===== src/arh_pkg.sv =====
// Package of constants and types for the alarm reset and history block
package arh_pkg;

  // ---------------------------------------------------------------------------
  // Clock and timing
  // ---------------------------------------------------------------------------
  localparam int unsigned CLK_HZ          = 40_000_000;
  localparam int unsigned TICK_MS         = 100;
  localparam int unsigned TICK_CYCLES     = CLK_HZ / 1000 * TICK_MS;
  localparam int unsigned REPEAT_WIN_S    = 3600;
  localparam int unsigned TICKS_PER_S     = 1000 / TICK_MS;
  localparam int unsigned REPEAT_WIN_TICKS = REPEAT_WIN_S * TICKS_PER_S;

  // ---------------------------------------------------------------------------
  // Widths and sizes
  // ---------------------------------------------------------------------------
  localparam int unsigned HIST_DEPTH = 10;
  localparam int unsigned IDX_W      = 4;
  localparam int unsigned CODE_W     = 12;
  localparam int unsigned TIME_W     = 32;
  localparam int unsigned PIN_CNT    = 8;
  localparam int unsigned PIN_SEL_W  = 3;
  localparam int unsigned TICK_CNT_W = 22;
  localparam int unsigned MAP_DIGIT_LSB = 4;
  localparam int unsigned MAP_W      = 16;

  // ---------------------------------------------------------------------------
  // Register map
  // ---------------------------------------------------------------------------
  localparam int unsigned ADDR_W = 8;
  localparam int unsigned DATA_W = 32;
  localparam logic [ADDR_W-1:0] REG_CTRL     = 8'h00;
  localparam logic [ADDR_W-1:0] REG_STATUS   = 8'h04;
  localparam logic [ADDR_W-1:0] REG_IRQ_STAT = 8'h08;
  localparam logic [ADDR_W-1:0] REG_IRQ_MASK = 8'h0C;
  localparam logic [ADDR_W-1:0] REG_PIN_MAP  = 8'h10;
  localparam logic [ADDR_W-1:0] REG_CMD      = 8'h14;
  localparam logic [ADDR_W-1:0] REG_RD_IDX   = 8'h18;
  localparam logic [ADDR_W-1:0] REG_RD_CODE  = 8'h1C;
  localparam logic [ADDR_W-1:0] REG_RD_TIME  = 8'h20;
  localparam logic [ADDR_W-1:0] REG_OPTIME   = 8'h24;

  // Control fields
  localparam int unsigned CTRL_WPROT_BIT = 0;
  // Command fields
  localparam int unsigned CMD_READ_BIT  = 0;
  localparam int unsigned CMD_ERASE_BIT = 1;
  // Interrupt event bits
  localparam int unsigned EV_W        = 4;
  localparam int unsigned EV_LOGGED   = 0;
  localparam int unsigned EV_CLEARED  = 1;
  localparam int unsigned EV_ERASED   = 2;
  localparam int unsigned EV_REFUSED  = 3;

  localparam logic [MAP_W-1:0]  PIN_MAP_RESET = 16'h0000;
  localparam logic [CODE_W-1:0] CODE_NORMAL   = 12'h000;

  // ---------------------------------------------------------------------------
  // Alarm classes
  // ---------------------------------------------------------------------------
  typedef enum logic [1:0] {
    ARH_CLS_NORMAL  = 2'h0,
    ARH_CLS_ENCODER = 2'h1,
    ARH_CLS_SYSTEM  = 2'h2
  } arh_class_e;

endpackage : arh_pkg


===== src/arh_alarm_history.sv =====
// Alarm clear sources, ten-entry alarm history log and its register port
`timescale 1ns/1ps
`default_nettype none
// Operation
// Host fault-clear input clears active alarms
// Pin-map digit selects fault-clear input pin
// Up and down keys together clear alarms
// Handheld unit reset key clears alarms
// Ten entries kept, oldest dropped
// Newest alarm at slot zero
// Entry holds code and class; empty reads normal
// Same alarm within one hour not logged
// Reset and power loss keep log; here reset clears all ten entries
// Erase command refused while writes prohibited
// Read command shows entries unaltered
// Encoder alarms survive fault-clear input
// System alarms never logged
// Synchronise input, act on falling edge
// Entry stamped with operating time
module arh_alarm_history
  import arh_pkg::*;
(
  input  wire logic              clk,
  input  wire logic              rst,
  input  wire logic [PIN_CNT-1:0] in_pins_n,
  input  wire logic              key_up,
  input  wire logic              key_down,
  input  wire logic              handheld_reset,
  input  wire logic              alarm_raise,
  input  wire logic [CODE_W-1:0] alarm_code,
  input  wire logic [1:0]        alarm_class,
  input  wire logic [ADDR_W-1:0] addr,
  input  wire logic [DATA_W-1:0] wdata,
  input  wire logic              wr,
  input  wire logic              rd,
  output var  logic [DATA_W-1:0] rdata,
  output var  logic              servo_fault_output,
  output var  logic [CODE_W-1:0] active_code,
  output var  logic              irq
);

  // ---------------------------------------------------------------------------
  // Helpers
  // ---------------------------------------------------------------------------
  function automatic logic hit(input logic [ADDR_W-1:0] a, input logic [ADDR_W-1:0] r);
    hit = (a == r);
  endfunction : hit

  // ---------------------------------------------------------------------------
  // Pin synchronisers and clocks
  // ---------------------------------------------------------------------------
  logic [PIN_CNT-1:0] pin_fall;
  logic               tick;

  genvar gi;
  generate
    for (gi = 0; gi < PIN_CNT; gi++) begin : g_sync
      arh_edge_sync u_sync (
        .clk   (clk),
        .rst   (rst),
        .pin_n (in_pins_n[gi]),
        .level (),
        .fall  (pin_fall[gi])
      );
    end
  endgenerate

  arh_tick_div u_div (
    .clk  (clk),
    .rst  (rst),
    .tick (tick)
  );

  // ---------------------------------------------------------------------------
  // Panel keys and handheld unit
  // ---------------------------------------------------------------------------
  logic key_up_m, key_up_s, key_dn_m, key_dn_s, hh_m, hh_s;
  logic chord_d, hh_d;

  always_ff @(posedge clk or posedge rst) begin
    if (rst) begin
      key_up_m <= 1'b0;
      key_up_s <= 1'b0;
      key_dn_m <= 1'b0;
      key_dn_s <= 1'b0;
      hh_m     <= 1'b0;
      hh_s     <= 1'b0;
      chord_d  <= 1'b0;
      hh_d     <= 1'b0;
    end else begin
      key_up_m <= key_up;
      key_up_s <= key_up_m;
      key_dn_m <= key_down;
      key_dn_s <= key_dn_m;
      hh_m     <= handheld_reset;
      hh_s     <= hh_m;
      chord_d  <= key_up_s & key_dn_s;
      hh_d     <= hh_s;
    end
  end

  // ---------------------------------------------------------------------------
  // Registers
  // ---------------------------------------------------------------------------
  logic [MAP_W-1:0]     pin_map;
  logic                 wr_prot;
  logic [IDX_W-1:0]     rd_idx;
  logic [EV_W-1:0]      irq_stat;
  logic [EV_W-1:0]      irq_mask;
  logic [TIME_W-1:0]    op_time;
  logic [CODE_W-1:0]    view_code;
  logic [1:0]           view_class;
  logic [TIME_W-1:0]    view_time;

  wire logic [PIN_SEL_W-1:0] clr_sel = pin_map[MAP_DIGIT_LSB +: PIN_SEL_W];
  wire logic clr_pulse_pin = pin_fall[clr_sel];
  wire logic chord_pulse = key_up_s & key_dn_s & ~chord_d;
  wire logic hh_pulse    = hh_s & ~hh_d;
  wire logic cmd_wr      = wr & hit(addr, REG_CMD);
  wire logic erase_req   = cmd_wr & wdata[CMD_ERASE_BIT];
  wire logic read_req    = cmd_wr & wdata[CMD_READ_BIT];
  wire logic erase_ok    = erase_req & ~wr_prot;

  always_ff @(posedge clk or posedge rst) begin
    if (rst) begin
      pin_map  <= PIN_MAP_RESET;
      wr_prot  <= 1'b0;
      rd_idx   <= '0;
      irq_mask <= '0;
    end else if (wr) begin
      if (hit(addr, REG_PIN_MAP))  pin_map  <= wdata[MAP_W-1:0];
      if (hit(addr, REG_CTRL))     wr_prot  <= wdata[CTRL_WPROT_BIT];
      if (hit(addr, REG_RD_IDX))   rd_idx   <= wdata[IDX_W-1:0];
      if (hit(addr, REG_IRQ_MASK)) irq_mask <= wdata[EV_W-1:0];
    end
  end

  // ---------------------------------------------------------------------------
  // Operating time
  // ---------------------------------------------------------------------------
  always_ff @(posedge clk or posedge rst) begin
    if (rst) op_time <= '0;
    else if (tick) op_time <= op_time + 1'b1;
  end

  // ---------------------------------------------------------------------------
  // Active alarm
  // ---------------------------------------------------------------------------
  logic [1:0] act_class;
  wire logic clr_any  = chord_pulse | hh_pulse | clr_pulse_pin;
  wire logic clr_done = servo_fault_output & (chord_pulse | hh_pulse
                        | (clr_pulse_pin & (act_class != ARH_CLS_ENCODER)));

  always_ff @(posedge clk or posedge rst) begin
    if (rst) begin
      servo_fault_output <= 1'b0;
      active_code        <= CODE_NORMAL;
      act_class          <= ARH_CLS_NORMAL;
    end else if (alarm_raise) begin
      servo_fault_output <= 1'b1;
      active_code        <= alarm_code;
      act_class          <= alarm_class;
    end else if (clr_done) begin
      servo_fault_output <= 1'b0;
      active_code        <= CODE_NORMAL;
      act_class          <= ARH_CLS_NORMAL;
    end
  end

  // ---------------------------------------------------------------------------
  // History log
  // ---------------------------------------------------------------------------
  logic [CODE_W-1:0] h_code  [HIST_DEPTH];
  logic [1:0]        h_class [HIST_DEPTH];
  logic [TIME_W-1:0] h_time  [HIST_DEPTH];
  logic [IDX_W-1:0]  h_count;
  logic [CODE_W-1:0] last_code;
  logic              last_valid;
  logic [TIME_W-1:0] last_time;

  wire logic [TIME_W-1:0] since = op_time - last_time;
  wire logic repeat_hit = last_valid & (alarm_code == last_code)
                          & (since < TIME_W'(REPEAT_WIN_TICKS));
  wire logic do_log = alarm_raise & (alarm_class != ARH_CLS_SYSTEM)
                      & ~repeat_hit;

  // Log is untouched by alarm clears; only reset, erase or a new entry changes it
  always_ff @(posedge clk or posedge rst) begin
    if (rst) begin
      for (int i = 0; i < HIST_DEPTH; i++) begin
        h_code[i]  <= CODE_NORMAL;
        h_class[i] <= ARH_CLS_NORMAL;
        h_time[i]  <= '0;
      end
      h_count <= '0;
    end else if (erase_ok) begin
      for (int i = 0; i < HIST_DEPTH; i++) begin
        h_code[i]  <= CODE_NORMAL;
        h_class[i] <= ARH_CLS_NORMAL;
        h_time[i]  <= '0;
      end
      h_count <= '0;
    end else if (do_log) begin
      for (int i = HIST_DEPTH - 1; i > 0; i--) begin
        h_code[i]  <= h_code[i-1];
        h_class[i] <= h_class[i-1];
        h_time[i]  <= h_time[i-1];
      end
      h_code[0]  <= alarm_code;
      h_class[0] <= alarm_class;
      h_time[0]  <= op_time;
      if (h_count != IDX_W'(HIST_DEPTH)) h_count <= h_count + 1'b1;
    end
  end

  // ---------------------------------------------------------------------------
  // Repeat filter
  // ---------------------------------------------------------------------------
  // Repeat filter follows the last raised non-system alarm, cleared with the log
  always_ff @(posedge clk or posedge rst) begin
    if (rst) begin
      last_code  <= CODE_NORMAL;
      last_valid <= 1'b0;
      last_time  <= '0;
    end else if (erase_ok) begin
      last_valid <= 1'b0;
    end else if (alarm_raise && alarm_class != ARH_CLS_SYSTEM) begin
      last_code  <= alarm_code;
      last_valid <= 1'b1;
      last_time  <= op_time;
    end
  end

  // ---------------------------------------------------------------------------
  // Slot view
  // ---------------------------------------------------------------------------
  // Read command latches one slot into the view registers
  always_ff @(posedge clk or posedge rst) begin
    if (rst) begin
      view_code  <= CODE_NORMAL;
      view_class <= ARH_CLS_NORMAL;
      view_time  <= '0;
    end else if (read_req) begin
      if (rd_idx < IDX_W'(HIST_DEPTH)) begin
        view_code  <= h_code[rd_idx];
        view_class <= h_class[rd_idx];
        view_time  <= h_time[rd_idx];
      end else begin
        view_code  <= CODE_NORMAL;
        view_class <= ARH_CLS_NORMAL;
        view_time  <= '0;
      end
    end
  end

  // ---------------------------------------------------------------------------
  // Interrupts
  // ---------------------------------------------------------------------------
  logic [EV_W-1:0] ev;
  always_comb begin
    ev = '0;
    ev[EV_LOGGED]  = do_log & ~erase_ok;
    ev[EV_CLEARED] = clr_done & ~alarm_raise;
    ev[EV_ERASED]  = erase_ok;
    ev[EV_REFUSED] = erase_req & wr_prot | (clr_any & servo_fault_output & ~clr_done);
  end

  wire logic [EV_W-1:0] w1c = (wr & hit(addr, REG_IRQ_STAT)) ? wdata[EV_W-1:0] : '0;

  always_ff @(posedge clk or posedge rst) begin
    if (rst) irq_stat <= '0;
    else     irq_stat <= (irq_stat & ~w1c) | ev;
  end

  always_ff @(posedge clk or posedge rst) begin
    if (rst) irq <= 1'b0;
    else     irq <= |(((irq_stat & ~w1c) | ev) & irq_mask);
  end

  // ---------------------------------------------------------------------------
  // Read data
  // ---------------------------------------------------------------------------
  always_ff @(posedge clk or posedge rst) begin
    if (rst) begin
      rdata <= '0;
    end else if (rd) begin
      case (addr)
        REG_CTRL:     rdata <= DATA_W'(wr_prot);
        REG_STATUS:   rdata <= DATA_W'({h_count, act_class, servo_fault_output});
        REG_IRQ_STAT: rdata <= DATA_W'(irq_stat);
        REG_IRQ_MASK: rdata <= DATA_W'(irq_mask);
        REG_PIN_MAP:  rdata <= DATA_W'(pin_map);
        REG_RD_IDX:   rdata <= DATA_W'(rd_idx);
        REG_RD_CODE:  rdata <= DATA_W'({view_class, view_code});
        REG_RD_TIME:  rdata <= view_time;
        REG_OPTIME:   rdata <= op_time;
        default:      rdata <= '0;
      endcase
    end else begin
      rdata <= '0;
    end
  end

endmodule : arh_alarm_history
`default_nettype wire


===== src/arh_edge_sync.sv =====
// Two-stage synchroniser with falling-edge pulse for an active-low pin
`timescale 1ns/1ps
`default_nettype none
module arh_edge_sync
  import arh_pkg::*;
(
  input  wire logic clk,
  input  wire logic rst,
  input  wire logic pin_n,
  output var  logic level,
  output var  logic fall
);

  logic meta;
  logic sync;

  always_ff @(posedge clk or posedge rst) begin
    if (rst) begin
      meta <= 1'b1;
      sync <= 1'b1;
    end else begin
      meta <= pin_n;
      sync <= meta;
    end
  end

  always_ff @(posedge clk or posedge rst) begin
    if (rst) begin
      level <= 1'b1;
      fall  <= 1'b0;
    end else begin
      level <= sync;
      fall  <= level & ~sync;
    end
  end

endmodule : arh_edge_sync
`default_nettype wire


===== src/arh_tick_div.sv =====
// Divider making a one-cycle tick for the operating-time counter
`timescale 1ns/1ps
`default_nettype none
module arh_tick_div
  import arh_pkg::*;
(
  input  wire logic clk,
  input  wire logic rst,
  output var  logic tick
);

  localparam logic [TICK_CNT_W-1:0] TICK_LAST = TICK_CNT_W'(TICK_CYCLES - 1);

  logic [TICK_CNT_W-1:0] cnt;

  always_ff @(posedge clk or posedge rst) begin
    if (rst) begin
      cnt  <= '0;
      tick <= 1'b0;
    end else if (cnt == TICK_LAST) begin
      cnt  <= '0;
      tick <= 1'b1;
    end else begin
      cnt  <= cnt + 1'b1;
      tick <= 1'b0;
    end
  end

endmodule : arh_tick_div
`default_nettype wire


===== config.mk =====
export PLATFORM = sky130hd
export DESIGN_NAME = arh_alarm_history
export DESIGN_NICKNAME = d
export VERILOG_FILES = /design/src/arh_pkg.sv /design/src/arh_alarm_history.sv /design/src/arh_edge_sync.sv /design/src/arh_tick_div.sv
export SDC_FILE = /design/constraint.sdc
export NUM_CORES = 1
export LEC_CHECK = 0
export BUFFER_PORTS_ARGS = -buffer_cell sky130_fd_sc_hd__buf_2
export CAP_MARGIN = 20
export CORE_MARGIN = 3
export CORE_UTILIZATION = 24
export CTS_CLUSTER_SIZE = 30
export DETAILED_ROUTE_END_ITERATION = 12
export SETUP_SLACK_MARGIN = 0.2
export SYNTH_ARGS = -nofsm -noshare
export SYNTH_HDL_FRONTEND = slang
export SYNTH_SLANG_ARGS = --single-unit

===== constraint.sdc =====
create_clock -name clk -period 23.2 [get_ports clk]
set_input_delay 1.16 -clock clk [delete_from_list [all_inputs] [get_ports clk]]
set_output_delay 1.16 -clock clk [all_outputs]
set_load 0.02 [all_outputs]

==> results.json, run 1 <==
{
  "ios": 116,
  "drt-vias-per-instance": 4.890,
  "io_buffer_count": 99,
  "tightest_slew_ns": 1.212,
  "grt_start_max_net_pins": 240,
  "status": "finished, final reports clean",
  "end_kind": "register",
  "clockBufferDepth": 3,
  "yosys_warnings": 0,
  "dr.first_iter.drc_count": 2000,
  "place_ws_ns": 15.71,
  "fin_crit_ns": 7.283,
  "dr.pass1.iters": 5,
  "die_x_um": 374.1,
  "clock_latency_ns": 0.67,
  "synth_edf_count": 0,
  "ys.flop_type": "dfrtp_1",
  "grt_use_total_pct": 11.36,
  "gp_congestion": 0.8236,
  "hold_path_class": "register to register",
  "cts_buffers": 81,
  "critPathMaxFanout": 98,
  "wire_per_inst_um": 18.31,
  "ys_async_sr_fraction_pct": 100.0,
  "setup_ws_ns": 15.92,
  "vias": 21289,
  "cts_num_sinks": 727,
  "drive_above_1_share_pct": 18.18,
  "antenna_found_initial": 16,
  "fin_setup_tns_ns": 0,
  "grt_pass1_vias": 21143,
  "fin_nets": 2624,
  "ys_types": 73,
  "core-area_mm2": 0.1340,
  "hpwlAfterDp_um": 48330,
  "cts_setup_buffers": 0,
  "ir_worst_vdd_uv": 50.33,
  "critPathLaunchType": "register",
  "criticalPathCategory": "register to register",
  "maxCapViolCount": 0,
  "setup_viol": 0,
  "postRouteAntennaNets": 0,
  "fmax_ghz": 0.1373,
  "hold_violations": 0,
  "cp.arrival_ns": 7.87,
  "die_height_um": 374.1,
  "yosysSeqAreaShare_pct": 56.03,
  "start_util_pct": 24.28,
  "period_share_pct": 31.39,
  "totalWireLength_um": 79740,
  "gr-total-overflow": 0,
  "htree_levels": 3,
  "mostFrequentLayoutCell": "dfrtp_1",
  "rsz0062_at_grt": "false",
  "slew_headroom_pct": 19.20,
  "grt_first_pass_wirelength_um": 127900,
  "syn_area_mm2": 0.03252,
  "slew_viol_final": 0,
  "ys_seq_elements": 727,
  "core.rowCount": 134,
  "pwr_density_cell_mw_per_mm2": 77.58,
  "ctsResizeCount": 0,
  "mostFrequentLayoutCells": "699 x dfrtp_1, 464 x a22o_1, 142 x nand2_1, 101 x mux2i_1, 99 x buf_2",
  "syn_area_per_cell_um2": 12.98,
  "syn-num-nets": 2610,
  "cts_root_buffer": "clkbuf_16",
  "dieArea_mm2": 0.1400,
  "clk_pin_slew_ns": 0.06,
  "netlist_instances": 2506,
  "skew_ns": 0.04157,
  "cts_tree": "done",
  "areaGrowthSynthToFinish_pct": 14.48,
  "drc_errors": 0,
  "cp.required_ns": 23.79,
  "p_leak_nw": 16.32,
  "cts_hold_buffers": 0
}
==> final cells by class <==
type                       count  area [µm²]
clock buffer                 103        2170
antenna                        6       15.01
multi-input combinational   1538       13130
sequential                   727       18240
clock inverter                40       505.5
timing repair buffer         128       790.8
inverter                      44       172.7
tap                         1768        2212
fill                       13622       96730
==> sequential cells by signal (all words and copies together) (netlist names), 8 cells and up <==
register and flops:
h_code 120, active_code 12, g_sync.u_sync.level 8, last_code 12, op_time 32, view_time 32
u_div.cnt 22, view_code 12, h_class 20, last_time 32, g_sync.u_sync.meta 8, rdata 32
h_time 320, g_sync.u_sync.sync 8, g_sync.u_sync.fall 8, pin_map 16
==> stage by stage <==
stage | instance area [µm²] | hold slack (ns) | instances | total power [mW] | util, %
floorplan | 32520 | 0.3312 | 2506 | 1.553 | -
global placement | 34490 | 0.3377 | 4203 | 1.605 | 25.74
detailed placement | 34490 | 0.3356 | 4203 | 1.611 | 25.74
CTS | 37160 | 0.3471 | 4346 | 2.932 | 27.74
global route | 37220 | 0.3553 | 4349 | 3.012 | 27.78
finish | 37230 | 0.3447 | 4354 | 2.888 | 27.79
==> synth_stat cells, types with 4 or more instances <==
library cell    n  area (µm²)
o21ai_0        89       445.4
nor4_1          8       50.05
a221oi_1        6       52.55
a21oi_1        52       260.3
clkbuf_1       85       319.1
mux2i_1       101        1011
o22a_1         46       402.9
buf_4          44       330.3
or4_1           5       37.54
nor2b_1        31       193.9
ha_1           34       425.4
nor2_1         60       225.2
nand2b_1       10       62.56
nand4_1        18       112.6
nand2_1       145       544.3
o211ai_1        7       52.55
o31ai_1         5       37.54
dfrtp_1       703       17590
xor2_1         26       227.7
a211oi_1        7       52.55
a22o_1        464        4064
xnor2_1        45       394.1
a222oi_1        6       60.06
mux2_2         70       788.3
buf_2          32       160.2
inv_1          44       165.2
buf_6          14       157.7
a21o_1         15       112.6
or2_2           4       25.02
a31oi_1         7       43.79
and3_1         18       112.6
nand3_1        37       185.2
and2_1          9       56.30
nor3_1         14       70.07
dfstp_2        24       630.6
o21ai_1         4       20.02
mux4_2         94        2117
buf_1          19       71.32
o21a_1         10       75.07
a22oi_1        43       322.8
==> cells by family (layout without fill, tap and decap cells) <==
family | after synthesis | in the layout | synth area share (%)
XOR/XNOR | 71 | 71 | 1.912
multiplexers | 265 | 265 | 12.04
other | 0 | 6 | 0
buffers and inverters | 241 | 315 | 3.747
AO/OA/AOI/OAI | 793 | 793 | 19.39
AND/OR/NAND/NOR | 375 | 375 | 5.567
flip-flops | 727 | 727 | 56.03
adder cells (fa/ha/maj) | 34 | 34 | 1.308
==> path summary, 6_finish.rpt <==
| kind | from | to | slack, ns | cells after the start |
|---|---|---|---|---|
| min reg2reg | key_up_m | key_up_s | 0.34 | 0 |
| max in group asynchronous | rst | h_time[94] | 19.51 | 5 |
| max reg2reg | op_time[15] | h_time[277] | 15.92 | 14 |
| min in group asynchronous | rst | key_up_m | 0.62 | 2 |
| min | key_up_m | key_up_s | 0.34 | 0 |
| max | op_time[15] | h_time[277] | 15.92 | 14 |
==> where the power goes <==
group	internal (mW)	switching, mW	leakage, nW
Sequential	1.33	0.0524	9.82
Combinational	0.0868	0.116	5.19
Clock	0.758	0.544	1.31
==> critical path, stage by stage, from the launching register on <==
cell and delay (ns):
dfrtp_1 0.51, ha_1 0.45, and2_4 0.23, a2111o_1 0.42, a41oi_2 0.21, o31a_2 0.23, a21oi_1 0.10, or4_1 0.42
a2111oi_2 0.54, nand4_1 0.27, a21oi_4 0.82, buf_4 0.80, buf_4 0.91, buf_4 0.84, a22o_1 0.28
==> metal layers <==
metal | GRT usage (%) | vias up | wire length [µm]
met5 | 0 | - | 47
li1 | - | 9581 | -
met3 | 2.357 | 126 | 4434
met2 | 16.86 | 487 | 35760
met4 | 3.265 | 6 | 1711
met1 | 16.62 | 11089 | 37790
(Power assumes the default switching activity.)
==> run 2: changes to the inputs <==
==> constraint.sdc (replaced) <==
create_clock -name clk -period 6.8 [get_ports clk]
set_input_delay 0.34 -clock clk [delete_from_list [all_inputs] [get_ports clk]]
set_output_delay 0.34 -clock clk [all_outputs]
set_load 0.02 [all_outputs]
==> run 2 against run 1 <==
  * Clock-buffer cell count up 10
  * Critical endpoint is now h_time[110]
  * Design area up 1.4%
  * Critical path depth down 2
  * Register-to-register slack worse by 14 ns
  * Die area unchanged
  * Combinational power rose to 3.6 times the previous value
  * Critical path type unchanged
  * Worst hold slack worse by 0.30 ns
==> results.json, run 2 (synthesis gave the netlist of run 1 again) <==
{
  "status": "finished, final reports clean",
  "setup_viol": 0,
  "slew_headroom_pct": 31.27,
  "dr.first_iter.drc_count": 2049,
  "postRouteAntennaNets": 0,
  "maxCapViolCount": 0,
  "clock_latency_ns": 0.67,
  "areaGrowthSynthToFinish_pct": 16.08,
  "skew_ns": 0.04191,
  "pwr_density_cell_mw_per_mm2": 262.0,
  "criticalPathCategory": "register to register",
  "p_total_mw": 9.890,
  "path_cells": "ha_1 > and2_4 > a2111o_1 > a41oi_2 > o31a_2 > a21oi_1 > or4_1 > a2111oi_2 > nand4_1 > a21oi_4 > buf_12 > a22o_1",
  "grt_start_max_net_pins": 181,
  "clk_pin_slew_ns": 0.06,
  "p_leak_nw": 16.53,
  "rsz0062_at_grt": "false",
  "clockBufferDepth": 3,
  "drc_errors": 0,
  "cts_root_buffer": "clkbuf_16",
  "drt-vias-per-instance": 4.865,
  "cp.arrival_ns": 5.55,
  "vias": 21400,
  "hpwlAfterDp_um": 48990,
  "final_util_pct": 28.18,
  "antenna_found_initial": 16,
  "core.rowCount": 134,
  "wire_per_inst_um": 18.33,
  "max_flop_register": "h_time",
  "mostFrequentLayoutCell": "dfrtp_1",
  "hold_path_class": "input pin to register",
  "cp_num_buf_inv": 1,
  "dr.pass1.iters": 5,
  "hold_violations": 0,
  "ios": 116,
  "grtUsageMet1_pct": 16.53,
  "cts_buffers": 81,
  "totalWireLength_um": 80640,
  "crit_family": "compound AO/OA/AOI/OAI gates",
  "fmax_ghz": 0.2028,
  "fillCellCount": 13569,
  "dieArea_mm2": 0.1400,
  "io_buffer_count": 99,
  "gp_congestion": 0.8427,
  "drive_above_1_share_pct": 17.88,
  "end_kind": "register",
  "fin_setup_tns_ns": 0,
  "htree_levels": 3,
  "core-area_mm2": 0.1340,
  "mostFrequentLayoutCells": "699 x dfrtp_1, 464 x a22o_1, 142 x nand2_1, 101 x mux2i_1, 99 x buf_2",
  "period_share_pct": 72.50,
  "tightest_slew_ns": 1.031,
  "met3_usage_pct": 2.637,
  "start_util_pct": 24.28,
  "slowest_delay_ns": 0.50,
  "grt_first_pass_wirelength_um": 128300,
  "top_usage_layer": "met2",
  "grt_pass1_vias": 21388,
  "critPathLaunchType": "register",
  "reg_top3": "h_time: 320 flops, h_code: 120 flops",
  "ir_worst_vdd_uv": 195.6,
  "die_x_um": 374.1,
  "die_height_um": 374.1,
  "fin_crit_ns": 4.930,
  "critPathMaxFanout": 180,
  "slew_viol_final": 0,
  "slowest_stage": "dfrtp_1",
  "largest_reg_flops": 320,
  "use_met2_pct": 17.03,
  "fin_nets": 2668,
  "cts_num_sinks": 727,
  "gr-total-overflow": 0,
  "cts_tree": "done",
  "cp.required_ns": 7.42,
  "grt_use_total_pct": 11.41
}
==> run 2: changes by cell type in the layout (fill, tap and decap cells not counted), moves of 2 or more <==
cell,before,now
clkinv_2,18,14
buf_12,3,10
bufinv_16,8,5
diode_2,6,3
buf_16,2,0
clkbuf_1,16,21
inv_6,3,1
buf_4,24,21
clkinv_16,1,3
dlygate4sd3_1,0,42
clkbuf_8,6,10
==> run 2: layer usage <==
metal  up-vias  wire (µm)
met5         -         50
met4         8       1447
met3       119       4876
met2       532      36080
met1     11091      38190
li1       9650          -
==> run 2: power breakdown <==
part | internal [mW] | leakage (nW) | switching, mW | total [mW]
clock | 2.56 | 1.32 | 1.89 | 4.45
combinational | 0.316 | 5.38 | 0.403 | 0.719
sequential | 4.54 | 9.82 | 0.177 | 4.72
total | 7.42 | 16.5 | 2.47 | 9.89
==> run 2: area by class of cell <==
type | instances | area [µm²] | share of cell area, %
Clock inverter | 34 | 455.4 | 1.206
Multi-Input combinational cell | 1538 | 13130 | 34.78
Tap cell | 1768 | 2212 | 5.860
Timing Repair Buffer | 172 | 1274 | 3.374
Antenna cell | 3 | 7.507 | 0.01989
Clock buffer | 113 | 2268 | 6.009
Inverter | 44 | 168.9 | 0.4474
Sequential cell | 727 | 18240 | 48.30
==> run 2: path summary, 6_finish.rpt <==
check / start / slack, ns / end / depth (start not counted)
worst max-delay path: op_time[15] / 1.87 / h_time[110] / 12
worst min register to register: key_up_m / 0.35 / key_up_s / 0
min in group asynchronous: rst / 0.33 / active_code[5] / 3
max in group asynchronous: rst / 4.66 / view_time[28] / 5
worst max register to register: op_time[15] / 1.87 / h_time[110] / 12
worst min-delay path: alarm_code[0] / 0.04 / last_code[0] / 2
==> run 2: what timing repair did <==
action	CTS	global route
buffers inserted	0	0
resized for setup	0	0
endpoints found under the hold margin	88	0
hold buffers	42	0
endpoints found under the setup margin	0	0
==> run 2: stage by stage <==
step / std cells / setup WS (ns) / hold slack [ns] / area (µm²)
after floorplan: 2506 / -3.480 / 0.3312 / 32520
after CTS: 4396 / 1.954 / 0.01404 / 37740
final: 4399 / 1.870 / 0.04484 / 37750
after global routing: 4398 / 1.705 / 0.03060 / 37750
after detailed placement: 4207 / 2.009 / 0.3362 / 34600
after global placement: 4207 / 2.016 / 0.3396 / 34600
==> run 3: changes to the inputs <==
==> constraint.sdc (replaced) <==
create_clock -name clk -period 4.6 [get_ports clk]
set_input_delay 0.23 -clock clk [delete_from_list [all_inputs] [get_ports clk]]
set_output_delay 0.23 -clock clk [all_outputs]
set_load 0.02 [all_outputs]
==> run 3 against run 2 <==
  * Power up 45%
  * Combinational power up 56%
  * Routed wire length about the same
  * Maximum frequency up 17%
  * Clock-buffer cell count up 3
  * Worst hold slack better by 0.064 ns
  * Sequential power up 48%
==> results.json, run 3 (synthesis gave the netlist of run 1 again) <==
{
  "wl_met3_um": 4384,
  "p_int_mw": 10.81,
  "hold_violations": 0,
  "power_frac_comb_pct": 7.8,
  "die_x_um": 374.1,
  "die_height_um": 374.1,
  "dr.first_iter.drc_count": 1771,
  "drt-vias-per-instance": 4.833,
  "slowest_stage": "a2111oi_2",
  "dr.pass1.iters": 5,
  "fin_nets": 2737,
  "maxCapViolCount": 0,
  "fin_area_mm2": 0.03830,
  "io_buffer_count": 99,
  "clock_latency_ns": 0.65,
  "criticalPathCategory": "register to register",
  "period_share_pct": 91.64,
  "slew_headroom_pct": 30.52,
  "mostFrequentLayoutCells": "698 x dfrtp_1, 464 x a22o_1, 142 x nand2_1, 101 x mux2i_1, 99 x buf_2",
  "start_util_pct": 24.28,
  "final_util_pct": 28.59,
  "drc_errors": 0,
  "power.clock.fraction_pct": 43.5,
  "fin_setup_tns_ns": 0,
  "ir_worst_vdd_uv": 286.0,
  "status": "finished, final reports clean",
  "switching_share_pct": 24.48,
  "highest_layer": "met5",
  "wl_met2_um": 36300,
  "core.rowCount": 134,
  "htree_levels": 3,
  "totalWireLength_um": 80700,
  "core-area_mm2": 0.1340,
  "fmax_ghz": 0.2372,
  "areaGrowthSynthToFinish_pct": 17.77,
  "cts_root_buffer": "clkbuf_16",
  "whs_ns": 0.1090,
  "cp.arrival_ns": 4.79,
  "critPathMaxFanout": 38,
  "grt_pass1_vias": 21574,
  "drive_above_1_share_pct": 19.91,
  "cts_buffers": 79,
  "holdPathStages": 3,
  "pwr_density_cell_mw_per_mm2": 373.8,
  "ios": 116,
  "path_cells": "ha_1 > and2_4 > a2111o_1 > a41oi_2 > o31a_2 > a21oi_1 > or4_1 > a2111oi_2 > nand4_1 > a21oi_4 > buf_12 > buf_4 > a22o_1",
  "cts_num_sinks": 727,
  "fin_crit_ns": 4.216,
  "slowest_delay_ns": 0.50,
  "met1Wirelength_um": 38240,
  "cp_num_buf_inv": 2,
  "clockBufferDepth": 3,
  "worst-path-stages": 13,
  "dieArea_mm2": 0.1400,
  "gp_congestion": 0.8276,
  "grt_use_total_pct": 11.46,
  "mostFrequentLayoutCell": "dfrtp_1",
  "clk_pin_slew_ns": 0.06,
  "antenna_found_initial": 8,
  "critPathLaunchType": "register",
  "hold_path_class": "input pin to register",
  "slew_viol_final": 0,
  "place_area_mm2": 0.03532,
  "postRouteAntennaNets": 0,
  "hpwlAfterDp_um": 51910,
  "wire_per_inst_um": 18.11,
  "p_leak_nw": 16.87,
  "skew_ns": 0.02655,
  "ff2ff_path_depth": 13,
  "crit_family": "compound AO/OA/AOI/OAI gates",
  "tightest_slew_ns": 1.042,
  "seqPwrFrac_pct": 48.7,
  "end_kind": "register",
  "vias": 21540,
  "gr-total-overflow": 0,
  "rsz0062_at_grt": "false",
  "largest_reg_flops": 320,
  "power.switching_mw": 3.505,
  "cp.required_ns": 5.18,
  "grt_start_max_net_pins": 134,
  "grt_first_pass_wirelength_um": 128900,
  "max_flop_register": "h_time",
  "setup_viol": 0,
  "reg_top3": "h_time: 320 flops, h_code: 120 flops",
  "cts_tree": "done",
  "p_total_mw": 14.32
}
-- run 3: changes by cell type in the layout (fill, tap and decap cells not counted), sizes merged --
cell         previous run  this run
bufinv                  5         1
diode                   3         2
dlygate4sd3            42        43
clkinv                 22        12
buf                   130       200
clkbuf                113       116
inv                    46        48
clkinvlp                5         2
-- run 3: worst paths after layout --
| kind | slack (ns) | endpoint | from |
|---|---|---|---|
| min reg2reg | 0.35 | hh_s | hh_m |
| max in group asynchronous | 3.00 | h_code[24] | rst |
| min in group asynchronous | 0.34 | u_div.cnt[18] | rst |
| max reg2reg | 0.38 | h_time[92] | op_time[15] |
| max | 0.38 | h_time[92] | op_time[15] |
| min | 0.11 | rdata[16] | rd |
-- run 3: routing by layer --
| layer | vias up | track usage [%] |
|---|---|---|
| met3 | 109 | 2.651 |
| met2 | 452 | 17.47 |
| li1 | 9785 | - |
| met5 | - | 0 |
| met1 | 11188 | 16.23 |
| met4 | 6 | 3.167 |
-- run 3: layout make-up --
type                       instances  area, µm²
tap                             1768       2212
sequential                       727      18240
clock inverter                    19      193.9
clock buffer                     116       2330
fill                           13533      95660
timing repair buffer             243       2009
antenna                            2      5.005
multi-input combinational       1538      13150
inverter                          44      168.9
-- run 3: power groups by stage --
stage                     combinational [mW]  sequential [mW]  clock, mW
after floorplan                        0.821             7.02          0
after global placement                  1.09             7.07          0
after detailed placement                1.11             7.09          0
after CTS                               1.14             6.97       6.38
after global routing                    1.24             7.02       6.67
final                                   1.12             6.98       6.22
-- run 3: through the flow --
step	setup WS, ns	instances
2_1_floorplan	-5.570	2506
3_3_place_gp	0.3416	4276
3_5_place_dp	0.3318	4276
4_1_cts	0.3265	4454
5_1_grt	0.2085	4456
6_report	0.3845	4457
-- run 3: repair_timing --
action                                  in CTS  in global routing
resized for setup                            0                  5
hold buffers                                43                  0
hold endpoints to repair                   105                  0
setup buffers                                0                  1
endpoints found under the setup margin       0                409
-- run 3: worst min-delay path: cells and delay by family --
family,cells,cell delay [ns]
buf+inv,2,0.31
simple gates,1,0.17
